`config.mk`:
```
export PLATFORM = sky130hd
export DESIGN_NAME = clock_power_mode_control
export DESIGN_NICKNAME = d
export VERILOG_FILES = /design/src/cpm_pkg.sv /design/src/clock_power_mode_control.sv
export VERILOG_INCLUDE_DIRS = /design/src /design/src/src
export SDC_FILE = /design/constraint.sdc
export NUM_CORES = 1
export LEC_CHECK = 0
export BUFFER_PORTS_ARGS = -buffer_cell sky130_fd_sc_hd__buf_2
export CORE_MARGIN = 2
export CORE_UTILIZATION = 25
export CTS_BUF_LIST = sky130_fd_sc_hd__clkbuf_8 sky130_fd_sc_hd__clkbuf_16
export DETAILED_ROUTE_END_ITERATION = 8
export GPL_ROUTABILITY_DRIVEN = 0
export HOLD_SLACK_MARGIN = 0.02
export SLEW_MARGIN = 40
export SYNTH_ARGS = -nofsm -noshare
export SYNTH_HDL_FRONTEND = slang
export SYNTH_SLANG_ARGS = --single-unit
```
`constraint.sdc`:
```
create_clock -name clk -period 5.5 [get_ports clk]
set_input_delay 1.375 -clock clk [delete_from_list [all_inputs] [get_ports clk]]
set_output_delay 1.375 -clock clk [all_outputs]
set_load 0.01 [all_outputs]
```
`src/cpm_map.svh`:
```
// register offsets, field positions, reset values and timing counts
// assumes 32-bit register data and an 8-bit register address
`ifndef CPM_MAP_SVH
`define CPM_MAP_SVH

`define CPM_PLL_CTL_OFF 8'h00
`define CPM_DIV_OFF 8'h04
`define CPM_VR_OFF 8'h08
`define CPM_MODE_OFF 8'h0C
`define CPM_STAT_OFF 8'h10

`define CPM_MULT_MSB 6
`define CPM_MULT_LSB 0
`define CPM_MULT_RST 7'h06
`define CPM_MULT_MIN 7'h05
`define CPM_MULT_MAX 7'h40

`define CPM_SSEL_MSB 3
`define CPM_SSEL_LSB 0
`define CPM_SSEL_RST 4'h4
`define CPM_CSEL_MSB 5
`define CPM_CSEL_LSB 4
`define CPM_CSEL_RST 2'h0

`define CPM_VR_HIB_N 0
`define CPM_VR_SYSTEM_CLOCK_OUT_OPTION_EN 1
`define CPM_VR_SYSTEM_CLOCK_OUT_OPTION_SEL 2
`define CPM_VR_WAKE_LVL 3

`define CPM_MODE_MSB 1
`define CPM_MODE_LSB 0
`define CPM_STAT_PG 3

`define CPM_CLK_PERIOD_NS 10
`define CPM_GPIO_WAKE_NS 10
`define CPM_GPIO_WAKE_CYC \
  ((`CPM_GPIO_WAKE_NS + `CPM_CLK_PERIOD_NS - 1) / `CPM_CLK_PERIOD_NS)

`endif

```
`src/cpm_pkg.sv`:
```
// types of the clock and power mode controller
// assumes cpm_map.svh for all numeric constants
package cpm_pkg;

  typedef enum logic [2:0] {
    M_FULL_ON = 3'b000,
    M_ACTIVE = 3'b001,
    M_SLEEP = 3'b010,
    M_DEEP = 3'b011,
    M_HIBER = 3'b100,
    M_PGWAIT = 3'b101
  } mode_e;

  typedef struct packed {
    mode_e mode;
    logic [6:0] mult;
    logic [3:0] ssel;
    logic [1:0] csel;
    logic vr_hib_n;
    logic system_clock_out_option_en;
    logic system_clock_out_option_sel;
    logic wake_lvl;
    logic [4:0] core_cnt;
    logic [3:0] core_div;
    logic [4:0] sys_cnt;
    logic [3:0] sys_div;
    logic core_clk;
    logic sys_clk;
    logic system_clock_out_option;
    logic system_clock_out_option_oe_n;
    logic reg_wake;
    logic boot;
    logic block;
    logic hiz;
    logic bypass;
    logic [31:0] rdata;
    logic rst_s1;
    logic rst_s2;
    logic gpio_s1;
    logic gpio_s2;
    logic inclk_s1;
    logic inclk_s2;
    logic pg_s1;
    logic pg_s2;
  } state_s;

endpackage

```
`src/clock_power_mode_control.sv`:
```
// clock divider and low power mode controller, one clock domain
// assumes pins arrive asynchronously and a simple strobe register port
//
// What this block does
// - deep sleep stops core and system clocks
// - deep sleep blocks async peripheral resource access
// - deep sleep wakes only on reset or gpio
// - hibernate stops clocks, tells regulator power off
// - writing zero hibernate bit lowers regulator wake
// - hibernate floats all external pins
// - regulator control register survives hibernation
// - other registers return to reset after hibernate
// - regulator wake output is active high
// - reset pin in hibernate raises wake, boots
// - start waits for low active power good
// - core and system clocks from input via pll
// - pll multiplier 5 to 64, reset 6
// - divider write changes clocks on the fly
// - clock pin selects system or inverted input
// - clock pin floats until enabled by software
// - system select divides by 1 to 15
// - system select change needs no relock
// - core select divides by 1,2,4,8
// - sleep stops only the core clock
// - active mode bypasses pll, input rate clocks
`timescale 1ns/100ps
`include "cpm_map.svh"

module clock_power_mode_control
  import cpm_pkg::*;
(
  input wire logic clk,
  input wire logic srst,
  input wire logic [7:0] addr,
  input wire logic [31:0] wdata,
  input wire logic wr,
  input wire logic rd,
  output logic [31:0] rdata,
  input wire logic reset_pin_n,
  input wire logic gpio_wake,
  input wire logic periph_wake,
  input wire logic input_clock_pin,
  input wire logic power_good_in_n,
  output logic core_clock,
  output logic system_clock,
  output logic [6:0] pll_mult,
  output logic pll_bypass,
  output logic clock_output_pin_o,
  output logic clock_output_pin_oe_n,
  output logic regulator_wake_out,
  output logic async_access_block,
  output logic pins_hiz,
  output logic boot_start,
  output logic [2:0] mode_state
);

  state_s q;
  state_s d;

  // next position of a divider counter; a stopped clock freezes low
  function automatic logic [4:0] cnt_next(input logic [4:0] cnt,
                                          input logic [3:0] div,
                                          input logic run);
    logic [4:0] last;
    last = {div, 1'b0} - 5'h01;
    if (!run && cnt >= {1'b0, div}) begin
      cnt_next = cnt;
    end else if (cnt >= last) begin
      cnt_next = 5'h00;
    end else begin
      cnt_next = cnt + 5'h01;
    end
  endfunction

  logic rst_evt;
  logic gpio_evt;
  logic pg_ok;
  logic sw_ok;
  logic core_run;
  logic sys_run;
  logic bypass;
  logic [6:0] wmult;
  logic [3:0] wssel;

  always_comb begin
    d = q;
    d.boot = 1'b0;
    d.rdata = 32'h0000_0000;
    d.rst_s1 = reset_pin_n;
    d.rst_s2 = q.rst_s1;
    d.gpio_s1 = gpio_wake;
    d.gpio_s2 = q.gpio_s1;
    d.inclk_s1 = input_clock_pin;
    d.inclk_s2 = q.inclk_s1;
    d.pg_s1 = power_good_in_n;
    d.pg_s2 = q.pg_s1;
    rst_evt = !q.rst_s2;
    gpio_evt = (q.gpio_s2 == q.wake_lvl);
    pg_ok = !q.pg_s2;
    sw_ok = (q.mode == M_FULL_ON) || (q.mode == M_ACTIVE);
    wmult = wdata[`CPM_MULT_MSB:`CPM_MULT_LSB];
    wssel = wdata[`CPM_SSEL_MSB:`CPM_SSEL_LSB];

    // register writes, only while software runs
    if (wr && sw_ok) begin
      unique case (addr)
        `CPM_PLL_CTL_OFF: begin
          if (wmult >= `CPM_MULT_MIN && wmult <= `CPM_MULT_MAX) begin
            d.mult = wmult;
          end
        end
        `CPM_DIV_OFF: begin
          if (wssel != 4'h0) begin
            d.ssel = wssel;
          end
          d.csel = wdata[`CPM_CSEL_MSB:`CPM_CSEL_LSB];
        end
        `CPM_VR_OFF: begin
          d.vr_hib_n = wdata[`CPM_VR_HIB_N];
          d.system_clock_out_option_en = wdata[`CPM_VR_SYSTEM_CLOCK_OUT_OPTION_EN];
          d.system_clock_out_option_sel = wdata[`CPM_VR_SYSTEM_CLOCK_OUT_OPTION_SEL];
          d.wake_lvl = wdata[`CPM_VR_WAKE_LVL];
          if (!wdata[`CPM_VR_HIB_N]) begin
            d.mode = M_HIBER;
          end
        end
        `CPM_MODE_OFF: begin
          unique case (wdata[`CPM_MODE_MSB:`CPM_MODE_LSB])
            2'h0: d.mode = M_FULL_ON;
            2'h1: d.mode = M_ACTIVE;
            2'h2: d.mode = M_SLEEP;
            2'h3: d.mode = M_DEEP;
          endcase
        end
        default: begin
        end
      endcase
    end

    // register reads, data in the following cycle
    if (rd) begin
      unique case (addr)
        `CPM_PLL_CTL_OFF: d.rdata = {25'h0, q.mult};
        `CPM_DIV_OFF: d.rdata = {26'h0, q.csel, q.ssel};
        `CPM_VR_OFF: begin
          d.rdata = {28'h0, q.wake_lvl, q.system_clock_out_option_sel, q.system_clock_out_option_en,
                     q.vr_hib_n};
        end
        `CPM_STAT_OFF: d.rdata = {28'h0, pg_ok, q.mode};
        default: d.rdata = 32'h0000_0000;
      endcase
    end

    // mode sequencing
    unique case (q.mode)
      M_FULL_ON, M_ACTIVE: begin
      end
      M_SLEEP: begin
        if (rst_evt || gpio_evt || periph_wake) begin
          d.mode = M_FULL_ON;
        end
      end
      M_DEEP: begin
        if (rst_evt || gpio_evt) begin
          d.mode = M_FULL_ON;
        end
      end
      M_HIBER: begin
        if (rst_evt) begin
          d.mode = M_PGWAIT;
          d.mult = `CPM_MULT_RST;
          d.ssel = `CPM_SSEL_RST;
          d.csel = `CPM_CSEL_RST;
        end
      end
      M_PGWAIT: begin
        if (pg_ok) begin
          d.mode = M_FULL_ON;
          d.boot = 1'b1;
        end
      end
      default: d.mode = M_PGWAIT;
    endcase

    // clock generation from the pll output
    bypass = (d.mode == M_ACTIVE);
    core_run = (q.mode == M_FULL_ON) || (q.mode == M_ACTIVE);
    sys_run = core_run || (q.mode == M_SLEEP);
    d.core_cnt = cnt_next(q.core_cnt, q.core_div, core_run);
    d.sys_cnt = cnt_next(q.sys_cnt, q.sys_div, sys_run);
    if (d.core_cnt == 5'h00 && q.core_cnt != 5'h00) begin
      d.core_div = bypass ? 4'h1 : (4'h1 << q.csel);
    end
    if (d.sys_cnt == 5'h00 && q.sys_cnt != 5'h00) begin
      d.sys_div = bypass ? 4'h1 : q.ssel;
    end
    d.core_clk = d.core_cnt < {1'b0, d.core_div};
    d.sys_clk = d.sys_cnt < {1'b0, d.sys_div};

    // pins and regulator
    d.system_clock_out_option = q.system_clock_out_option_sel ? !q.inclk_s2 : d.sys_clk;
    d.hiz = (d.mode == M_HIBER);
    d.system_clock_out_option_oe_n = !(q.system_clock_out_option_en && !d.hiz);
    d.reg_wake = (d.mode != M_HIBER);
    d.block = (d.mode == M_DEEP);
    d.bypass = bypass;
  end

  always_ff @(posedge clk) begin
    if (srst) begin
      q <= '0;
      q.mode <= M_PGWAIT;
      q.mult <= `CPM_MULT_RST;
      q.ssel <= `CPM_SSEL_RST;
      q.csel <= `CPM_CSEL_RST;
      q.vr_hib_n <= 1'b1;
      q.core_div <= 4'h1;
      q.sys_div <= 4'h1;
      q.system_clock_out_option_oe_n <= 1'b1;
      q.reg_wake <= 1'b1;
      q.rst_s1 <= 1'b1;
      q.rst_s2 <= 1'b1;
      q.pg_s1 <= 1'b1;
      q.pg_s2 <= 1'b1;
    end else begin
      q <= d;
    end
  end

  assign rdata = q.rdata;
  assign core_clock = q.core_clk;
  assign system_clock = q.sys_clk;
  assign pll_mult = q.mult;
  assign pll_bypass = q.bypass;
  assign clock_output_pin_o = q.system_clock_out_option;
  assign clock_output_pin_oe_n = q.system_clock_out_option_oe_n;
  assign regulator_wake_out = q.reg_wake;
  assign async_access_block = q.block;
  assign pins_hiz = q.hiz;
  assign boot_start = q.boot;
  assign mode_state = q.mode;
endmodule // clock_power_mode_control

```
# After elaboration in Yosys (flattened, before gate mapping)
# Cells that the tools add are included.
[op_classes]
mux = 26
shift = 1
bitwise = 2
add_sub_neg = 4
magnitude_cmp = 8
eq_ne = 17
reduce_logical = 30
[ops]
columns = ["op", "n"]
rows = [
  ["$pmux 7 s4", 1],
  ["$mux 4", 6],
  ["$mux 20", 1],
  ["$mux 5", 4],
  ["$eq 8x4->1 const B", 2],
  ["$mux 16", 1],
  ["$pmux 3 s5", 1],
  ["$mux 7", 2],
  ["$mux 13", 1],
  ["$mux 3", 4],
  ["$pmux 3 s4", 1],
  ["$add 5x1->5 const B", 2],
  ["$ge 5x4->1", 2],
  ["$ge 5x5->1", 2],
  ["$logic_not 5->1", 2],
  ["$lt 5x4->1", 2],
  ["$reduce_bool 5->1", 2],
  ["$sub 5x1->5 const B", 2],
  ["$eq 3x2->1 const B", 3],
  ["$eq 3x3->1 const B", 3],
  ["$eq 8x3->1 const B", 1],
  ["$eq 8x5->1 const B", 1],
  ["$logic_not 8->1", 1],
  ["$ge 7x3->1 const B", 1],
  ["19 further kinds", 40],
]
[totals]
output_inout_bits = 51
register_bits = 87
wordCells = 118
inputBits = 49

# Logic depth before layout (Yosys ltp)
[depth]
depth_word = 12
mapped_depth = 15
mapped_depth_nobuf = 15

# Worst setup path after synthesis
# Ideal clock, no wire load.
[synth_path]
path_type = "in2reg"
from = "input addr[5]"
to = "register q (netlist bit clock_output_pin_o)"
slack_ps = 816
setup_time_ps = 75
n_path_buf = 1
required_time_ps = 5425
path_stages = 12
t_arrival_ps = 4609
path_cell_list = "or4_4 buf_6 nor4_4 a31oi_4 o211ai_4 nand2_1 mux2_2 ha_1 a21o_1 a2111o_1 or3b_1 o21ai_0"
[synth_between]
elab_chain_len = 10
elab_cells_between_ends = 14
classes_between = "order compare (1); eq/ne (3); mux (10)"
[synth_lines]
columns = ["item", "line_no", "text"]
rows = [
  ["start: declaration", "clock_power_mode_control.sv:34", "input wire logic [7:0] addr,"],
  ["$eq 8x4->1", "clock_power_mode_control.sv:106", "unique case (addr)"],
  ["$pmux 3 s2 *", "clock_power_mode_control.sv:106", ""],
  ["$mux 20 *", "clock_power_mode_control.sv:105", "if (wr && sw_ok) begin"],
  ["$mux 3 (tied with other cells)", "clock_power_mode_control.sv:177", "if (pg_ok) begin"],
  ["$pmux 3 s5 *", "clock_power_mode_control.sv:155", "unique case (q.mode)"],
  ["$eq 3x1->1 *", "clock_power_mode_control.sv:186", "bypass = (d.mode == M_ACTIVE);"],
  ["$mux 4 *", "clock_power_mode_control.sv:195", "d.sys_div = bypass ? 4'h1 : q.ssel;"],
  ["$mux 4 *", "clock_power_mode_control.sv:194", "if (d.sys_cnt == 5'h00 && q.sys_cnt != 5'h00) begin"],
  ["$lt 5x4->1 *", "clock_power_mode_control.sv:198", "d.sys_clk = d.sys_cnt < {1'b0, d.sys_div};"],
  ["$mux 1 *", "clock_power_mode_control.sv:201", "d.system_clock_out_option = q.system_clock_out_option_sel ? !q.inclk_s2 : d.sys_clk;"],
  ["end: declaration", "clock_power_mode_control.sv:57", "state_s q;"],
]
# Every way passes the cells marked *; elsewhere a longest branch is shown, timed or not.
# A chain may end at the register's enable or synchronous reset.

# Final worst setup path
# Ends and elaborated chain as after synthesis.

==> results by stage <==
Synthesis:
- Counting flops with a built-in enable in the synthesized netlist gives 0.
- The proportion of synthesized chip area in sequential cells is 0.326.
- The Yosys warning count is 0.
- After synthesis the netlist holds a flip-flop and latch count of just over 60.
- The area of the mapped netlist is about 3800 um^2.
- The dominant synthesized flop cell is dfxtp_1.
- Each instance of the synthesized netlist takes up on average 8.60 um^2.
- The synthesized instance count is around 440.
- The number of distinct library cell variants in the gate-level netlist after synthesis is 66.
- The async set or reset register ratio after synthesis is 0.

Cells and area:
- The library cell used most frequently in the layout, excluding fill and tap cells, is dfxtp_1.
- In the final design database the tool counted 551 nets.
- The library cells used most frequently in the layout, excluding fill and tap cells, are dfxtp_1, buf_2, nor2_1, nand2_1, ha_1.
- The fraction of final layout cells sized beyond drive strength 1 is 0.203.
- Compared with the post-synthesis result, the final layout area differs by 14.7%.
- The repair_antennas step left the layout with diodes totalling 0.

Route:
- After detailed routing, the number of vias per cell comes to 4.81.
- The count of nets left with antenna violations once routing finished came out at 0.
- The number of remaining DRC errors is 0.
- The number of DRC violations after detailed-routing iteration 0 is 216.
- The length of the first detailed-routing pass in iterations is 9.
- The count of vias placed by the detailed router is 3,203.
- For this block, the routed nets add up to roughly 9.2 mm of wire.
- The wire length per cell is 13.9 um.

Clock network:
- The number of CTS-inserted buffers is 9.
- The H-tree depth reported by CTS is 3.
- The clock reaches the later pin of the worst-skew pair after 0.32 ns.
- The hold buffer count at cts is 0.
- In this run the clock root is driven by a clkbuf_16.
- The number of resized instances in the post-cts repair step is 0.
- The clock transition at the register clock pins on the worst setup and hold paths after CTS is 0.05 ns.
- The post-CTS setup repair buffer count is 0.
- The TritonCTS clock tree is yes.
- No sink is reached through more buffers than the 2 on the longest clock path.
- CTS saw 62 sinks.

Timing:
- The slew at the pin closest to its max-slew limit is 0.769 ns.
- The final number of setup-violating endpoints is 0.
- The worst hold slack across all endpoints is just over 0.4 ns.
- The worst pin sits at a relative slew slack of 0.483.
- Setup repair after global routing left no endpoint under its margin.
- The number of hold violations in the final report was 0.
- The maximum operating frequency is ~220 MHz.
- The number of pins exceeding their max-slew limit in the final report is 0.
- The time the worst path needs with I/O delays and setup is 4.51 ns.
- The aggregate negative setup slack is 0 ns.
- On the final layout, the worst clock skew is 0.00432 ns.
- The post-route fraction of the period consumed by the critical path is 0.820.

Power:
- The power density over the cells is 377 nW/um^2.
- Power comes to 1.64 mW.
- Across the VDD grid, the largest voltage drop is 0.214 mV.
- For this design the static power due to leakage is 1.89 nW.

Die:
- For this configuration, the core starts out at a cell density of 0.253.
- The core area is 15,000 um^2.
- The die area is 16,200 um^2.
- The floorplan step set the die height to 127 um.
- The die extent in x is 127 um.
- The I/O pin count is 100.
- The standard-cell row count is 45.

GRT:
- The total overflow left after global routing is 0.
- Entering global routing, the biggest net connects 31 pins.
- The initial antenna violation count came to 0.
- The overall global routing resource usage is 0.115.
- The global-route wire length before repair is 15.0 mm.
- The via count of the first global-routing pass was approximately 3,100.

Setup path:
- The category of the worst setup path capture point is a register.
- The nature of the critical path startpoint is an input port.
- The worst path arrival time is 4.76 ns.
- The largest fanout of any net on the critical path is 9.
- The kind of critical path is input port to register.
- STA puts the critical path data required time at about 5.8 ns.

Min path:
- The worst min-delay path category is register to register.

Job:
- The count of maximum capacitance violations is 0.

Placed design:
- Detailed placement ended at an HPWL of 6.92 mm.
- The number of buffers inserted by port buffering is 49.

Run status:
- The flow ran to the end, and the final reports show no timing, DRC or antenna violations.
-- through the flow --
| step | instances | worst slack (ns) | area [um^2] | util |
|---|---|---|---|---|
| 5_1_grt | 666 | 0.787 | 4360 | 0.290 |
| 2_1_floorplan | 466 | 0.816 | 3890 | - |
| 4_1_cts | 666 | 0.988 | 4350 | 0.290 |
| 3_3_place_gp | 651 | 0.715 | 4030 | 0.268 |
| 3_5_place_dp | 651 | 0.653 | 4030 | 0.268 |
| 6_report | 666 | 0.989 | 4360 | 0.290 |
-- path summary, 6_finish.rpt --
| kind | start | end | slack (ns) | cells after the start |
|---|---|---|---|---|
| worst max-delay path | addr[5] | clock_output_pin_o$_SDFF_PP0_ | 0.99 | 12 |
| worst max register to register | q[49]$_SDFF_PP1_ | clock_output_pin_o$_SDFF_PP0_ | 1.22 | 15 |
| worst min-delay path | d[6]$_SDFF_PP1_ | q[6]$_SDFF_PP1_ | 0.41 | 1 |
| worst min register to register | d[6]$_SDFF_PP1_ | q[6]$_SDFF_PP1_ | 0.41 | 1 |
-- routing by layer --
layer,up-vias,global-route usage,wire [um]
met5,-,0,0
met4,0,0.0504,239
met3,22,0.0272,556
met2,135,0.192,4410
met1,1486,0.141,4030
li1,1560,-,-
-- critical path, stage by stage --
cell and delay (ns):
buf_2 0.10, or4_4 0.60, nor4_4 0.33, a31oi_4 0.17, o211ai_4 0.35, nand2_1 0.10
mux2_2 0.31, ha_1 0.31, a21o_1 0.18, a2111o_1 0.45, or3b_1 0.35, o21ai_0 0.13
-- sequential cells by signal, indices dropped and copies added, names as in the netlist --
| name | cells |
|---|---|
| clock_output_pin_o | 1 |
| regulator_wake_out | 1 |
| q | 32 |
| boot_start | 1 |
| system_clock | 1 |
| d | 4 |
| core_clock | 1 |
| pins_hiz | 1 |
| async_access_block | 1 |
| mode_state | 3 |
| clock_output_pin_oe_n | 1 |
| pll_mult | 7 |
| rdata | 7 |
| pll_bypass | 1 |
-- synthesized netlist by cell type, types with 3 or more instances --
library cell	instances	share of area
dfxtp_1	62	0.33
buf_4	42	0.083
nand2_1	35	0.035
nor2_1	35	0.035
ha_1	28	0.092
inv_1	26	0.026
a21oi_1	23	0.030
o21ai_0	15	0.020
nand3_1	13	0.017
nor3_1	13	0.017
and2_1	10	0.016
mux2i_1	9	0.024
nor2b_1	9	0.015
clkbuf_1	8	0.0079
xnor2_1	8	0.018
nand2b_1	7	0.012
or2_2	7	0.012
a21o_1	6	0.012
buf_2	5	0.0066
nor4_1	5	0.0082
a222oi_1	4	0.011
a22oi_1	4	0.0079
and3_1	4	0.0066
and3b_1	3	0.0069
nor2_2	3	0.0049
o22ai_1	3	0.0049
o31ai_1	3	0.0059
o41ai_1	3	0.0069
-- final cells by class --
type                    count  area [um^2]
fillers                  1546        10700
multi-input cells         322         2190
flip-flops and latches     62         1240
repair buffers             53          275
clock buffers              11          253
well taps                 188          235
inverters                  26         97.6
clock inverters             4         71.3
-- power by group --
| group | total, mW | leakage [nW] | internal, mW | switching [mW] |
|---|---|---|---|---|
| clock | 0.611 | 0.159 | 0.417 | 0.194 |
| combinational | 0.520 | 1.22 | 0.220 | 0.300 |
| sequential | 0.514 | 0.504 | 0.481 | 0.0328 |
| total | 1.64 | 1.89 | 1.12 | 0.527 |
-- cells by family after synthesis --
kind of cell | Yosys count | share of synthesized area
and+or+nand+nor | 163 | 0.237
AOI/OAI and AO/OA | 85 | 0.162
buffers and inverters | 82 | 0.126
DFF | 62 | 0.326
adders and majority gates | 28 | 0.0921
muxes | 13 | 0.0375
xor gates and xnor gates | 8 | 0.0184
other | 1 | 0.000986
(Power assumes the default switching activity.)
